<file path="src/rtl/ewsg_pkg.sv">
// Package with constants and types for the external write strobe generator
package ewsg_pkg;
   // ------------------------------------------------------------
   // Strobe scheme selection
   // ------------------------------------------------------------
   localparam logic STROBE_SEL_COMBINED = 1'b1;
   localparam logic STROBE_SEL_SPLIT    = 1'b0;
   localparam logic STROBE_SEL_RESET    = 1'b1;

   // ------------------------------------------------------------
   // Bus width and byte lanes
   // ------------------------------------------------------------
   localparam logic BUS_WIDTH_8  = 1'b0;
   localparam logic BUS_WIDTH_16 = 1'b1;
   localparam int   LANE_LOW     = 0;
   localparam int   LANE_HIGH    = 1;
   localparam int   NUM_LANES    = 2;
   localparam logic [1:0] LANES_NONE = 2'h0;
   localparam logic [1:0] LANES_BOTH = 2'h3;

   // ------------------------------------------------------------
   // Pin levels after reset
   // ------------------------------------------------------------
   localparam logic STROBE_IDLE = 1'b1;

   // Cycle phase of the strobe generator
   typedef enum logic [1:0] {
      EWSG_IDLE  = 2'b01,
      EWSG_WRITE = 2'b10
   } ewsg_state_t;
endpackage

</file>
<file path="src/rtl/ewsg_lane_sel.sv">
// Byte-lane selection for one external write cycle
`timescale 1ns/1ps
module ewsg_lane_sel (
   // Cycle description
   input  wire logic                           bus_16bit,
   input  wire logic [ewsg_pkg::NUM_LANES-1:0] byte_en,
   // Lanes to strobe
   output logic      [ewsg_pkg::NUM_LANES-1:0] lanes
);
   import ewsg_pkg::*;

   // Narrow bus strobes both lanes whatever the byte address
   genvar g;
   generate
      for (g = 0; g < NUM_LANES; g++) begin : g_lane
         assign lanes[g] = (bus_16bit == BUS_WIDTH_8) ? (|byte_en) : byte_en[g];
      end
   endgenerate
endmodule

</file>
<file path="src/rtl/ewsg_top.sv">
// Top of the external write strobe generator
// Operation
// - Shared write pin: combined strobe when strobe select is one, else the low-byte strobe.
// - Second shared pin: byte high enable when strobe select is one, else the high-byte strobe.
// - The combined strobe is active low and asserted only during external memory writes.
// - On 16-bit cycles the high-byte strobe asserts for high-byte and word writes only.
// - On 16-bit cycles the low-byte strobe asserts for low-byte and word writes only.
// - On 8-bit cycles both byte strobes assert for every external write that enables at least one byte.
`timescale 1ns/1ps
module ewsg_top (
   // Clock and reset
   input  wire logic       ref_clk,
   input  wire logic       rst,
   // Configuration
   input  wire logic       strobe_select_bit,
   // Bus cycle from the sequencer
   input  wire logic       ext_cycle,
   input  wire logic       ext_write,
   input  wire logic       bus_16bit,
   input  wire logic [1:0] byte_en,
   input  wire logic       strobe_phase,
   // Pins
   output logic            write_strobe_n,
   output logic            high_strobe_n,
   output logic            byte_high_enable_n
);
   import ewsg_pkg::*;

   // ------------------------------------------------------------
   // Write qualification
   // ------------------------------------------------------------
   logic [NUM_LANES-1:0] lanes;
   logic                 wr_active;
   logic                 sel_q;
   ewsg_state_t          state_q;

   // Reads, internal accesses and cycles outside the strobe phase all leave write_strobe_n and high_strobe_n high
   // external write only
   assign wr_active = ext_cycle & ext_write & strobe_phase;

   ewsg_lane_sel u_lane (
      .bus_16bit (bus_16bit),
      .byte_en   (byte_en),
      .lanes     (lanes)
   );

   // Config is sampled only between writes so a pin never changes role mid-strobe
   always_ff @(posedge ref_clk or posedge rst) begin
      if (rst) begin
         sel_q <= STROBE_SEL_RESET;
      end else if (state_q == EWSG_IDLE) begin
         sel_q <= strobe_select_bit;
      end
   end

   // Phase tracker
   always_ff @(posedge ref_clk or posedge rst) begin
      if (rst) begin
         state_q <= EWSG_IDLE;
      end else begin
         unique case (state_q)
            EWSG_IDLE: begin
               if (wr_active) begin
                  state_q <= EWSG_WRITE;
               end
            end
            EWSG_WRITE: begin
               if (!wr_active) begin
                  state_q <= EWSG_IDLE;
               end
            end
            default: begin
               state_q <= EWSG_IDLE;
            end
         endcase
      end
   end

   // ------------------------------------------------------------
   // Pin drivers, registered so the pins are glitch free
   // ------------------------------------------------------------
   // Live select while idle, latched select once a write has begun
   logic cur_sel;
   assign cur_sel = (state_q == EWSG_IDLE) ? strobe_select_bit : sel_q;

   // A pin unused by the current scheme is parked high, so a role swap never glitches low
   always_ff @(posedge ref_clk or posedge rst) begin
      if (rst) begin
         write_strobe_n     <= STROBE_IDLE;
         high_strobe_n      <= STROBE_IDLE;
         byte_high_enable_n <= STROBE_IDLE;
      end else if (cur_sel == STROBE_SEL_COMBINED) begin
         write_strobe_n     <= ~(wr_active & (|byte_en));
         high_strobe_n      <= STROBE_IDLE;
         // byte high enable follows the cycle, not only writes
         byte_high_enable_n <= ~(ext_cycle & bus_16bit & byte_en[LANE_HIGH]);
      end else begin
         write_strobe_n     <= ~(wr_active & lanes[LANE_LOW]);
         high_strobe_n      <= ~(wr_active & lanes[LANE_HIGH]);
         byte_high_enable_n <= STROBE_IDLE;
      end
   end

   // ------------------------------------------------------------
   // Assertions
   // ------------------------------------------------------------
   // no strobe off writes
   property p_comb_only_write;
      @(posedge ref_clk) disable iff (rst)
         (!wr_active) |=> write_strobe_n;
   endproperty
   a_comb_only_write: assert property (p_comb_only_write)
      else $error("write strobe low outside a write");

   property p_split_high16;
      @(posedge ref_clk) disable iff (rst)
         (cur_sel == STROBE_SEL_SPLIT && wr_active && bus_16bit)
            |=> (high_strobe_n == !$past(byte_en[1]));
   endproperty
   a_split_high16: assert property (p_split_high16)
      else $error("high strobe wrong on 16-bit write");

   property p_split_low16;
      @(posedge ref_clk) disable iff (rst)
         (cur_sel == STROBE_SEL_SPLIT && wr_active && bus_16bit)
            |=> (write_strobe_n == !$past(byte_en[0]));
   endproperty
   a_split_low16: assert property (p_split_low16)
      else $error("low strobe wrong on 16-bit write");

   property p_split_8bit;
      @(posedge ref_clk) disable iff (rst)
         (cur_sel == STROBE_SEL_SPLIT && wr_active && !bus_16bit && byte_en != LANES_NONE)
            |=> (!write_strobe_n && !high_strobe_n);
   endproperty
   a_split_8bit: assert property (p_split_8bit)
      else $error("8-bit write missing a strobe");

   property p_comb_assert;
      @(posedge ref_clk) disable iff (rst)
         (cur_sel == STROBE_SEL_COMBINED && wr_active && byte_en != LANES_NONE)
            |=> (!write_strobe_n && high_strobe_n);
   endproperty
   a_comb_assert: assert property (p_comb_assert)
      else $error("combined strobe not asserted");

   property p_bhe_role;
      @(posedge ref_clk) disable iff (rst)
         (cur_sel == STROBE_SEL_SPLIT) |=> byte_high_enable_n;
   endproperty
   a_bhe_role: assert property (p_bhe_role)
      else $error("byte high enable active in split mode");

   property p_read_idle;
      @(posedge ref_clk) disable iff (rst)
         (ext_cycle && !ext_write) |=> (write_strobe_n && high_strobe_n);
   endproperty
   a_read_idle: assert property (p_read_idle)
      else $error("strobe low during a read");

   property p_reset_idle;
      @(posedge ref_clk)
         $fell(rst) |-> (write_strobe_n && high_strobe_n && byte_high_enable_n);
   endproperty
   a_reset_idle: assert property (p_reset_idle)
      else $error("strobe low at reset release");

   property p_high_only_write;
      @(posedge ref_clk) disable iff (rst)
         (!wr_active) |=> high_strobe_n;
   endproperty
   a_high_only_write: assert property (p_high_only_write)
      else $error("high strobe low outside a write");

   property p_no_lane_idle;
      @(posedge ref_clk) disable iff (rst)
         (wr_active && byte_en == LANES_NONE) |=> (write_strobe_n && high_strobe_n);
   endproperty
   a_no_lane_idle: assert property (p_no_lane_idle)
      else $error("strobe low with no byte addressed");

   property p_bhe_follow;
      @(posedge ref_clk) disable iff (rst)
         (cur_sel == STROBE_SEL_COMBINED)
            |=> (byte_high_enable_n == !$past(ext_cycle && bus_16bit && byte_en[LANE_HIGH]));
   endproperty
   a_bhe_follow: assert property (p_bhe_follow)
      else $error("byte high enable wrong in combined scheme");

   property p_role_held;
      @(posedge ref_clk) disable iff (rst)
         (state_q == EWSG_WRITE && wr_active && sel_q == STROBE_SEL_SPLIT)
            |=> (byte_high_enable_n && high_strobe_n == !$past(lanes[LANE_HIGH]));
   endproperty
   a_role_held: assert property (p_role_held)
      else $error("pin role changed during a write");

   // Main scenarios
   c_split_word16: cover property (@(posedge ref_clk) disable iff (rst)
      cur_sel == STROBE_SEL_SPLIT && wr_active && bus_16bit && byte_en == LANES_BOTH);
   c_split_byte8: cover property (@(posedge ref_clk) disable iff (rst)
      cur_sel == STROBE_SEL_SPLIT && wr_active && !bus_16bit && byte_en == 2'h2);
   c_comb_write: cover property (@(posedge ref_clk) disable iff (rst)
      cur_sel == STROBE_SEL_COMBINED && wr_active ##1 !wr_active);
   c_role_hold: cover property (@(posedge ref_clk) disable iff (rst)
      state_q == EWSG_WRITE && wr_active && strobe_select_bit != sel_q);
   c_phase_wait: cover property (@(posedge ref_clk) disable iff (rst)
      ext_cycle && ext_write && !strobe_phase && byte_en != LANES_NONE);
endmodule
</file>
<file path="config.mk">
export PLATFORM = sky130hd
export DESIGN_NAME = ewsg_top
export DESIGN_NICKNAME = d
export VERILOG_FILES = /design/src/rtl/ewsg_pkg.sv /design/src/rtl/ewsg_lane_sel.sv /design/src/rtl/ewsg_top.sv
export SDC_FILE = /design/constraint.sdc
export NUM_CORES = 1
export LEC_CHECK = 0
export ABC_AREA = 1
export BUFFER_PORTS_ARGS = -buffer_cell sky130_fd_sc_hd__buf_4
export CORE_AREA = 2 2 39 41
export CTS_CLUSTER_SIZE = 25
export DETAILED_ROUTE_END_ITERATION = 6
export DIE_AREA = 0 0 41 43
export PLACE_DENSITY = 0.44
export SETUP_SLACK_MARGIN = 0.3
export SLEW_MARGIN = 10
export SYNTH_ARGS = -nofsm -noshare
export SYNTH_HDL_FRONTEND = slang
export SYNTH_SLANG_ARGS = --single-unit
</file>
<file path="constraint.sdc">
create_clock -name ref_clk -period 1.7 [get_ports ref_clk]
set_input_delay 0.085 -clock ref_clk [delete_from_list [all_inputs] [get_ports ref_clk]]
set_output_delay 0.085 -clock ref_clk [all_outputs]
set_load 0.005 [all_outputs]
</file>
# Word-level counts from Yosys, hierarchy flattened
# Index checks and enable logic that the tools add are counted.
# Widths: inputs -> output; s select.
# totals
in_bits	9
word_cells	31
out_inout_bits	3
regBits	6
# classes
bitwise	11
eq_ne	4
mux	9
n_reduce_logical	2
# op_table
operator	count
$and 1x1->1	7
$mux 1	6
$mux 2	2
$ne 2x2->1 const B	2
$not 1->1	4
$pmux 2 s2	1
$eq 2x1->1 const B	1
$eq 2x2->1 const B	1
$reduce_and 2->1	1
$reduce_or 2->1	1

# Longest topological paths before layout
# Gate-level depths: netlist of run 1.
# logic_depth
word_depth	5
mapped_depth	5
mapped_depth_nobuf	5

# By module
# From an unflattened synthesis of run 1, not the netlist that was laid out.
# unflattened
cells_unflattened	39
area_unflattened_um2	299.0
# by_module_without_submodules
module	area_each_um2	seq_area_each_um2	cells_per_inst	n_inst
ewsg_top	272.8	156.4	32	1
ewsg_lane_sel	26.3	0.0	7	1

# Worst setup path before layout of run 1
# OpenSTA, ideal clock, no wires.
# synth_path
kind	register to register
startpoint	register state_q[0]
endpoint	register state_q[0]
t_arrival_ps	784
n_path_buf	0
t_required_ps	1625
period_less_slack_ps	859
stages_incl_launch_ff	4
setup_slack_ps	841
setup_ps	75
cell_sequence	dfstp_2 -> nand2_2 -> a21oi_2 -> inv_2
# synth_via
elab_chain_len	3
elab_cells_between_ends	6
cone_classes	4 x eq/ne; 1 x mux; 1 x reduce/logical
# synth_lines
item	line	text
start: declaration	ewsg_top.sv:35	ewsg_state_t state_q;
start signal: assignment	ewsg_top.sv:59	state_q <= EWSG_IDLE;
start signal: assignment	ewsg_top.sv:64	state_q <= EWSG_WRITE;
start signal: assignment	ewsg_top.sv:69	state_q <= EWSG_IDLE;
$eq 2x2->1 / $eq 2x1->1 (equally long branches)	ewsg_top.sv:61	unique case (state_q)
$ne 2x2->1 (no source line)	n/a	
$reduce_and 2->1 (no source line)	n/a	
# Several ways; a longest one is shown, not always the timed one.
# A chain may end at the register's enable or synchronous reset.

# Final worst setup path of run 1
# layout_path
startpoint	register high_strobe_n
endpoint	output port high_strobe_n
# layout_lines
item	line	text
start: declaration	ewsg_top.sv:24	output logic high_strobe_n,
start signal: assignment	ewsg_top.sv:99	high_strobe_n <= ~(wr_active & lanes[LANE_HIGH]);
# No word-level cell between the ends.

==> qor.yml, run 1 <==
status:
  status: "finished clean"
global_routing:
  grt_max_degree: 7
  grt_pass1_vias: 254
  track_usage_pct: 8.58
  grt_pass1_wl_um: 1010
  antenna_found_initial: 0
  grt-ovfl-total: 0
critical_path:
  path_class: "register to output port"
  max_stage_delay_ns: 0.51
  critPathArrivalTime_ns: 0.85
  crit_buf_inv: 1
  cp-end-kind: "output port"
  crit_chain: "buf_4"
  cp_top_family: "flip-flops"
  worstPathRequired_ns: 1.62
  slowest_stage: "dfstp_2"
  path_max_fanout: 1
  startpoint_type: "register"
power:
  max-vdd-ir-drop_uv: 252
  p_sw_share_pct: 22.7
  seqPwrFrac_pct: 45.7
  p_int_uw: 267
  combPwrFrac_pct: 12.9
  power_density_mw_per_mm2: 827
  power.leakage_nw: 0.213
  pwr-share-clk_pct: 41.5
  p_sw_uw: 78.1
synthesis:
  synth_fp_nets: 43
  synth-xor-area-share_pct: 0
  yosys.area.top_type: "dfstp_2"
  netlist_instances: 34
  yosysSeqAreaShare_pct: 56.3
  syn_area_um2: 278
  synth_compound_area_share_pct: 4.95
  ys_types: 11
  synth_top_family_by_area: "simple AND/OR/NAND/NOR gates"
  syn_area_per_cell_um2: 8.17
  synth_area_leaders: "dfstp_2 (47%), nand2_1 (14%), dfrtp_1 (9.0%)"
  yosysWarnings: 0
  synth_top_area_share_pct: 47.3
  synth-adder-area-share_pct: 0
  synth_mux_area_share_pct: 0
  yosys.area_share.simple_pct: 29.3
  synth_seq_cells: 6
placed_design:
  gp_congestion: 0.679
  numPlacedInstances: 61
  portBuffers: 11
  hpwl_um: 425
cts:
  path_clk_slew_ns: 0.05
  cts_sinks: 6
  postCtsSetupRepairBufs: 0
  htreeDepth: 1
  clock_latency_ns: 0.25
  clock-root-buffer: "clkbuf_4"
  ctsResizeCount: 0
  cts_buffers: 3
  cts_tree: "built"
  holdBufCountCts: 1
  clockBufferDepth: 2
final_layout:
  finalCoreUtilization_pct: 30.1
  layoutNonFillerInstCount: 66
  seq_area_um2: 156
  drive_above_1_share_pct: 44.0
  final_common_cell: "buf_4"
  syn2layout_area_growth_pct: 50.0
  antenna_cells: 0
  finalNetCount: 60
  fillers: 159
  mostFrequentLayoutCells: "buf_4 (11), nand2_1 (10), inv_1 (6)"
  multi_input_area_um2: 95.1
drt:
  wl_per_cell_um: 7.97
  ant_nets: 0
  first_iter_violations: 2
  drt-total-wl_um: 526
  avgViaCountPerCell: 4.00
  drc: 0
  num_vias: 264
  firstDrtPassIters: 2
timing:
  worstMarginPinSlew_ns: 0.226
  fin_crit_sh_pct: 55.2
  finalSetupViolCount: 0
  fmax_mhz: 1070
  period_needed_ns: 0.938
  finalMaxSlewViolations: 0
  maxSlewHeadroom_pct: 84.9
  rsz0062_at_grt: "false"
  fin_hold_ws_ns: 0.0914
  hold_viol: 0
  fin_skew_ns: 0.0112
  setup_tns_ns: 0
worst_hold_path:
  hold_path_class: "input pin to register"
floorplanning:
  io-pin-count: 12
  std_cell_rows: 14
  die_h_um: 43
  initial_core_util_pct: 20.1
  core_area_mm2: 0.00138
  die_w_um: 41
  fp.dieArea_mm2: 0.00176
job:
  maxCapViolCount: 0
## synthesized netlist by cell type, drive strengths merged
library cell and count:
nand2 11, nand3 3, nor2 4, nand3b 1
dfrtp 1, inv 7, a21oi 2, dfstp 5
## layer usage
layer / GRT usage [%] / share of wire [%]
met2: 10.6 / 43
met3: 1.57 / 8.2
met4: 6.00 / 3.8
met1: 12.7 / 45
met5: 0 / 0
## registers in the layout, summed over array words and instances (netlist names)
signal	cells
write_strobe_n	1
high_strobe_n	1
state_q	2
sel_q	1
byte_high_enable_n	1
## kinds of logic after synthesis
group,after synthesis
DFF,6
AOI/OAI and AO/OA,2
buffers and inverters,7
and+or+nand+nor,19
## worst min-delay path, stage by stage
cell     delay (ns)
buf_4          0.09
nor2_1         0.04
nand3_1        0.07
nand2_1        0.04
## layout make-up
| class | count | share of cell area, % |
|---|---|---|
| sequential | 6 | 37.5 |
| tap | 16 | 4.80 |
| timing repair buffer | 12 | 22.2 |
| multi-input combinational | 21 | 22.8 |
| inverter | 7 | 6.31 |
| clock buffer | 4 | 6.31 |
## power groups by stage
stage / clock network (mW) / logic, mW / registers, mW
2_1_floorplan: 0 / 0.0206 / 0.159
3_3_place_gp: 0 / 0.0435 / 0.159
3_5_place_dp: 0 / 0.0433 / 0.159
4_1_cts: 0.147 / 0.0455 / 0.157
5_1_grt: 0.162 / 0.0522 / 0.158
6_report: 0.143 / 0.0444 / 0.157
## stage by stage
stage | setup WS (ns) | area [um^2] | power [mW]
floorplan | 0.841 | 278 | 0.179
global placement | 0.801 | 380 | 0.203
detailed placement | 0.802 | 380 | 0.202
CTS | 0.754 | 417 | 0.350
global route | 0.701 | 417 | 0.373
finish | 0.762 | 417 | 0.345
## final timing paths
| path | startpoint | to | slack (ns) | cells after the start |
|---|---|---|---|---|
| setup / recovery | high_strobe_n$_DFF_PP1_ | high_strobe_n | 0.76 | 1 |
| hold / removal | byte_en[0] | write_strobe_n$_DFF_PP1_ | 0.09 | 4 |
| setup reg to reg | state_q[0]$_DFFE_PP1P_ | byte_high_enable_n$_DFF_PP1_ | 0.79 | 4 |
| hold reg to reg | sel_q$_DFF_PP1_ | sel_q$_DFF_PP1_ | 0.51 | 2 |
| max in group asynchronous | rst | byte_high_enable_n$_DFF_PP1_ | 1.13 | 3 |
| min in group asynchronous | rst | state_q[1]$_DFFE_PP0P_ | 0.31 | 3 |
No activity file was read; power rests on OpenSTA's default activity.
==> run 2, diff against run 1 <==
--- a/config.mk
+++ b/config.mk
@@ -5,13 +5,13 @@
 export SDC_FILE = /design/constraint.sdc
 export NUM_CORES = 1
 export LEC_CHECK = 0
-export ABC_AREA = 1
+export ABC_AREA = 0
 export BUFFER_PORTS_ARGS = -buffer_cell sky130_fd_sc_hd__buf_4
 export CORE_AREA = 2 2 39 41
 export CTS_CLUSTER_SIZE = 25
 export DETAILED_ROUTE_END_ITERATION = 6
 export DIE_AREA = 0 0 41 43
-export PLACE_DENSITY = 0.44
+export PLACE_DENSITY = 0.43
 export SETUP_SLACK_MARGIN = 0.3
 export SLEW_MARGIN = 10
 export SYNTH_ARGS = -nofsm -noshare
==> constraint.sdc (replaced) <==
create_clock -name ref_clk -period 0.9 [get_ports ref_clk]
set_input_delay 0.045 -clock ref_clk [delete_from_list [all_inputs] [get_ports ref_clk]]
set_output_delay 0.045 -clock ref_clk [all_outputs]
set_load 0.005 [all_outputs]
==> qor.yml, run 2 <==
synthesis:
  yosysWarnings: 0  # unchanged
  syn_area_per_cell_um2: 13.4  # +64%
  async_flop_share_pct: 100  # unchanged
  syn_area_um2: 268  # -3.6%
  synth_top_area_share_pct: 49.1  # +1.8 points
  yosysMostFrequentCell: "dfstp_2"
  synthFlopType: "dfstp_2"
  synth-edff-count: 0  # unchanged
  netlist_instances: 20  # -41%
  synth_fp_nets: 29  # -33%
  synth_area_leaders: "dfstp_2 (49%), dfrtp_1 (9.3%), nand3b_4 (7.5%)"
  synth_seq_cells: 6  # unchanged
  synth_common_cells: "dfstp_2 (5), inv_1 (2), nand2b_1 (2), nor2_1 (2)"
  ys_types: 13  # +2
  yosys.area.top_type: "dfstp_2"
  yosysSeqAreaShare_pct: 58.4  # +2.1 points
final_layout:
  syn2layout_area_growth_pct: 64.0
  largest_reg_flops: 2  # unchanged
  final_common_cell: "buf_4"
  finalCoreUtilization_pct: 31.7  # +1.6 points
  mostFrequentLayoutCells: "buf_4 (9), dfstp_2 (5), buf_6 (4)"
  largest_register: "state_q"
  antenna_cells: 0  # unchanged
  postLayoutCellArea_um2: 439  # +5.4%
  layoutNonFillerInstCount: 54  # -18%
  drive_above_1_share_pct: 68.4  # +24 points
  finalNetCount: 48  # -20%
drt:
  num_vias: 202  # -23%
  firstDrtPassIters: 2  # unchanged
  first_iter_violations: 2  # unchanged
  avgViaCountPerCell: 3.74  # -6.5%
  drc: 0  # unchanged
  wl_per_cell_um: 9.46  # +19%
  ant_nets: 0  # unchanged
  drt-total-wl_um: 511  # -2.9%
power:
  power_density_mw_per_mm2: 1500  # +81%
  p_total_uw: 658  # +91%
  max-vdd-ir-drop_uv: 402  # +60%
  power.leakage_nw: 0.211  # -0.76%
critical_path:
  worstPathRequired_ns: 1.06  # -0.56 ns
  rr_startpoint: "state_q[0]$_DFFE_PP1P_"
  reg2regPathDepth: 3  # -1
  rrSetupSlack_ns: -0.31  # -1.10 ns
  critPathArrivalTime_ns: 1.38  # +0.53 ns
  path_class: "register to register"
  path_max_fanout: 4  # +3
  startpoint: "state_q[0]$_DFFE_PP1P_"
  startpoint_type: "register"
  r2r_end: "high_strobe_n$_DFF_PP1_"
  cp-end-kind: "register"
  endpoint: "high_strobe_n$_DFF_PP1_"
timing:
  fmax_mhz: 825
  fin_skew_ns: 0.00450  # -0.00672 ns
  maxSlewHeadroom_pct: 81.2  # -3.7 points
  fin_ws_ns: -0.313  # -1.07 ns
  fin_crit_sh_pct: 135
  hold_viol: 0  # unchanged
  worstMarginPinSlew_ns: 0.281  # +0.0548 ns
  rsz0062_at_grt: "true"
  finalMaxSlewViolations: 0  # unchanged
  period_needed_ns: 1.21
  fin_hold_ws_ns: 0.0126  # -0.0788 ns
  finalSetupViolCount: 6  # +6
  setup_tns_ns: -1.34  # -1.34 ns
cts:
  htreeDepth: 1  # unchanged
  clock_latency_ns: 0.24  # about the same
  cts_tree: "built"
  clockBufferDepth: 2  # unchanged
  cts_buffers: 3  # unchanged
  path_clk_slew_ns: 0.05  # about the same
  clock-root-buffer: "clkbuf_4"
  cts_sinks: 6  # unchanged
  holdBufCountCts: 1  # unchanged
floorplanning:
  core_area_mm2: 0.00138  # unchanged
  die_w_um: 41  # unchanged
  io-pin-count: 12  # unchanged
  initial_core_util_pct: 19.3  # -0.72 points
  std_cell_rows: 14  # unchanged
  fp.dieArea_mm2: 0.00176  # unchanged
  die_h_um: 43  # unchanged
global_routing:
  grt_pass1_wl_um: 869  # -14%
  grt-ovfl-total: 0  # unchanged
  antenna_found_initial: 0  # unchanged
  grt_max_degree: 7  # unchanged
  track_usage_pct: 8.42  # -0.16 points
  grt_pass1_vias: 232  # -8.7%
worst_hold_path:
  hold_path_class: "input pin to register"
status:
  status: "finished with violations"
  violations: "setup timing"
placed_design:
  portBuffers: 11  # unchanged
  hpwl_um: 433  # +1.9%
  post-place-ws_ns: -0.311  # -1.11 ns
  numPlacedInstances: 48  # -21%
  gp_congestion: 0.668  # -1.7%
  placed_area_um2: 378  # -0.66%
job:
  maxCapViolCount: 0  # unchanged
[run 2: changes by cell type after synthesis, moves of 2 or more]
cell,before,now
inv_1,6,2
nand2_1,10,0
nand2b_1,0,2
nand3_1,3,1
nor2_1,4,2
[run 2: critical path: stages, from the launching register on]
cell,delay [ns]
dfstp_2,0.53
nor2b_4,0.13
mux2_4,0.32
nand3b_4,0.15
[run 2: cells by family (layout without fill, tap and decap cells)]
| group | count (synthesis) | in the layout | synth area share (%) |
|---|---|---|---|
| xor+xnor | 1 | 1 | 3.27 |
| simple gates | 9 | 9 | 26.6 |
| buf+inv | 2 | 20 | 2.80 |
| mux | 1 | 1 | 5.61 |
| flops | 6 | 6 | 58.4 |
| compound gates | 1 | 1 | 3.27 |
[run 2: power by group]
group	internal (mW)	total (mW)	switching [mW]
Sequential	0.291	0.297	0.00658
Combinational	0.0623	0.0957	0.0333
Clock	0.168	0.265	0.0971
[run 2: timing repair]
| action | CTS | global route |
|---|---|---|
| pin swaps | 1 | 0 |
| endpoints found under the hold margin | 6 | 1 |
| setup endpoints to repair | 9 | 9 |
| buffers inserted | 1 | 0 |
| gates resized for setup | 5 | 0 |
[run 2: per-layer routing]
| metal | track usage (%) | vias up | wire length, um |
|---|---|---|---|
| met1 | 6.98 | 92 | 185 |
| met4 | 10.0 | 0 | 8 |
| met3 | 4.71 | 2 | 39 |
| met5 | 0 | - | 0 |
| met2 | 11.9 | 9 | 278 |
| li1 | - | 99 | - |
[run 2: worst min-delay path by stage]
stage          slack [ns]       start  cells after the start                            to
3_3_place_gp        -0.02         rst                      2        state_q[1]$_DFFE_PP0P_
3_5_place_dp        -0.02         rst                      2        state_q[1]$_DFFE_PP0P_
4_1_cts             0.006  byte_en[1]                      2  byte_high_enable_n$_DFF_PP1_
6_report             0.01  byte_en[1]                      2  byte_high_enable_n$_DFF_PP1_
2_1_floorplan       -0.17         rst                      1        state_q[1]$_DFFE_PP0P_
5_1_grt             -0.01  byte_en[1]                      2  byte_high_enable_n$_DFF_PP1_
[run 2: layout make-up]
cell class | instances | area (um^2)
Tap cell | 16 | 20.0
Inverter | 2 | 7.51
Multi-Input combinational cell | 12 | 106
Sequential cell | 6 | 156
Clock buffer | 4 | 26.3
Fill cell | 151 | 945
Timing Repair Buffer | 14 | 123
==> run 3, diff against run 2 <==
--- a/config.mk
+++ b/config.mk
@@ -8,6 +8,7 @@
 export ABC_AREA = 0
 export BUFFER_PORTS_ARGS = -buffer_cell sky130_fd_sc_hd__buf_4
 export CORE_AREA = 2 2 39 41
+export CTS_BUF_LIST = sky130_fd_sc_hd__clkbuf_4
 export CTS_CLUSTER_SIZE = 25
 export DETAILED_ROUTE_END_ITERATION = 6
 export DIE_AREA = 0 0 41 43
==> qor.yml, run 3 (synthesis gave the netlist of run 2 again) <==
floorplanning:
  die_h_um: 43  # unchanged
  initial_core_util_pct: 19.3  # unchanged
  core_area_mm2: 0.00138  # unchanged
  die_w_um: 41  # unchanged
  fp.dieArea_mm2: 0.00176  # unchanged
  std_cell_rows: 14  # unchanged
  io-pin-count: 12  # unchanged
power:
  p_int_uw: 551  # +5.8%
  p_sw_share_pct: 19.9  # -0.89 points
  p_total_uw: 688  # +4.6%
  power_density_mw_per_mm2: 1550  # +3.7%
  seqPwrFrac_pct: 43.2  # -2.0 points
  power.leakage_nw: 0.215  # +1.6%
  pwr-share-clk_pct: 42.9  # +2.6 points
  p_sw_uw: 137  # +0.16%
  max-vdd-ir-drop_uv: 505  # +26%
  combPwrFrac_pct: 13.9  # -0.6 points
timing:
  period_needed_ns: 1.21  # +0.000209 ns
  worstMarginPinSlew_ns: 0.281  # unchanged
  fmax_mhz: 824  # about the same
  finalMaxSlewViolations: 0  # unchanged
  hold_viol: 0  # unchanged
  setup_tns_ns: -1.34  # -0.000720 ns
  fin_ws_ns: -0.313  # -0.000209 ns
  fin_skew_ns: 0.00465  # +0.000151 ns
  maxSlewHeadroom_pct: 81.2  # unchanged
  rsz0062_at_grt: "true"
  fin_crit_sh_pct: 135  # about the same
  finalSetupViolCount: 6  # unchanged
critical_path:
  path_max_fanout: 4  # unchanged
  slowest_stage: "dfstp_2"
  max_stage_delay_ns: 0.53  # about the same
  critPathArrivalTime_ns: 1.38  # about the same
  rr_startpoint: "state_q[0]$_DFFE_PP1P_"
  crit_buf_inv: 0  # unchanged
  cp-end-kind: "register"
  startpoint_type: "register"
  startpoint: "state_q[0]$_DFFE_PP1P_"
  worstPathRequired_ns: 1.06  # about the same
  cp_top_family: "flip-flops"
  crit_chain: "nor2b_4 -> mux2_4 -> nand3b_4"
  path_class: "register to register"
cts:
  clock-root-buffer: "clkbuf_4"
  cts_tree: "built"
  cts_sinks: 6  # unchanged
  clockBufferDepth: 2  # unchanged
  clock_latency_ns: 0.24  # about the same
  path_clk_slew_ns: 0.05  # about the same
  holdBufCountCts: 1  # unchanged
  htreeDepth: 1  # unchanged
  cts_buffers: 3  # unchanged
global_routing:
  grt_pass1_vias: 232  # unchanged
  grt_max_degree: 7  # unchanged
  grt-ovfl-total: 0  # unchanged
  grt_pass1_wl_um: 869  # unchanged
  antenna_found_initial: 0  # unchanged
  track_usage_pct: 8.42  # unchanged
final_layout:
  mostFrequentLayoutCells: "buf_4 (9), dfstp_2 (5), clkbuf_4 (4), buf_6 (4)"
  final_common_cell: "buf_4"
  syn2layout_area_growth_pct: 65.4
  finalCoreUtilization_pct: 32.0  # +0.27 points
  layoutNonFillerInstCount: 54  # unchanged
  antenna_cells: 0  # unchanged
  drive_above_1_share_pct: 71.1  # +2.6 points
  finalNetCount: 48  # unchanged
  largest_reg_flops: 2  # unchanged
  largest_register: "state_q"
drt:
  num_vias: 202  # unchanged
  drc: 0  # unchanged
  wl_met1_um: 185  # unchanged
  ant_nets: 0  # unchanged
  first_iter_violations: 2  # unchanged
  avgViaCountPerCell: 3.74  # unchanged
  wl_met3_um: 39  # unchanged
  firstDrtPassIters: 2  # unchanged
  routed.top_layer: "met4"
  dr_wl_met2_um: 278  # unchanged
  wl_per_cell_um: 9.46  # unchanged
  drt-total-wl_um: 511  # unchanged
placed_design:
  numPlacedInstances: 48  # unchanged
  portBuffers: 11  # unchanged
  hpwl_um: 433  # unchanged
  gp_congestion: 0.668  # unchanged
status:
  violations: "setup timing"
  status: "finished with violations"
job:
  maxCapViolCount: 0  # unchanged
worst_hold_path:
  hold_path.startpoint: "byte_en[1]"
  hold_path_class: "input pin to register"
[run 3: power groups by stage]
stage | Combinational, mW | Sequential (mW) | Clock, mW
6_report | 0.0957 | 0.297 | 0.295
5_1_grt | 0.105 | 0.298 | 0.342
4_1_cts | 0.0982 | 0.297 | 0.315
3_5_place_dp | 0.0868 | 0.300 | 0
3_3_place_gp | 0.0850 | 0.299 | 0
2_1_floorplan | 0.0414 | 0.299 | 0
[run 3: worst reg2reg max path, cell delays in order, from the launching register on]
cell	delay [ns]
dfstp_2	0.53
nor2b_4	0.13
mux2_4	0.33
nand3b_4	0.15
[run 3: final cells by class]
class / instances / area [um^2]
Fill cell: 149 / 941
Timing Repair Buffer: 14 / 123
Clock buffer: 4 / 30.0
Multi-Input combinational cell: 12 / 106
Inverter: 2 / 7.51
Sequential cell: 6 / 156
Tap cell: 16 / 20.0
[run 3: worst paths after layout]
path / to / slack, ns / depth (start not counted)
max in group asynchronous: sel_q$_DFF_PP1_ / 0.37 / 3
min in group asynchronous: state_q[1]$_DFFE_PP0P_ / 0.27 / 3
hold reg to reg: sel_q$_DFF_PP1_ / 0.66 / 1
setup / recovery: high_strobe_n$_DFF_PP1_ / -0.31 / 3
hold / removal: byte_high_enable_n$_DFF_PP1_ / 0.01 / 2
setup reg to reg: high_strobe_n$_DFF_PP1_ / -0.31 / 3
[run 3: per-stage QoR]
step                instance area (um^2)  setup WS, ns  hold WS (ns)
CTS                                  443        -0.324       0.00554
floorplan                            268        -0.285        -0.168
finish                               443        -0.313        0.0125
global placement                     378        -0.296       -0.0231
global route                         443        -0.338       -0.0103
detailed placement                   378        -0.311       -0.0189
[run 3: layer usage]
metal  GRT usage, %  vias up
li1               -       99
met1           6.98       92
met2           11.9        9
met3           4.71        2
met4           10.0        0
met5              0        -
[run 3: what timing repair did]
item,4_1_cts,5_1_grt
pin swaps,1,0
hold endpoints to repair,6,1
endpoints found under the setup margin,9,9
gates resized for setup,5,0
setup buffers,1,0
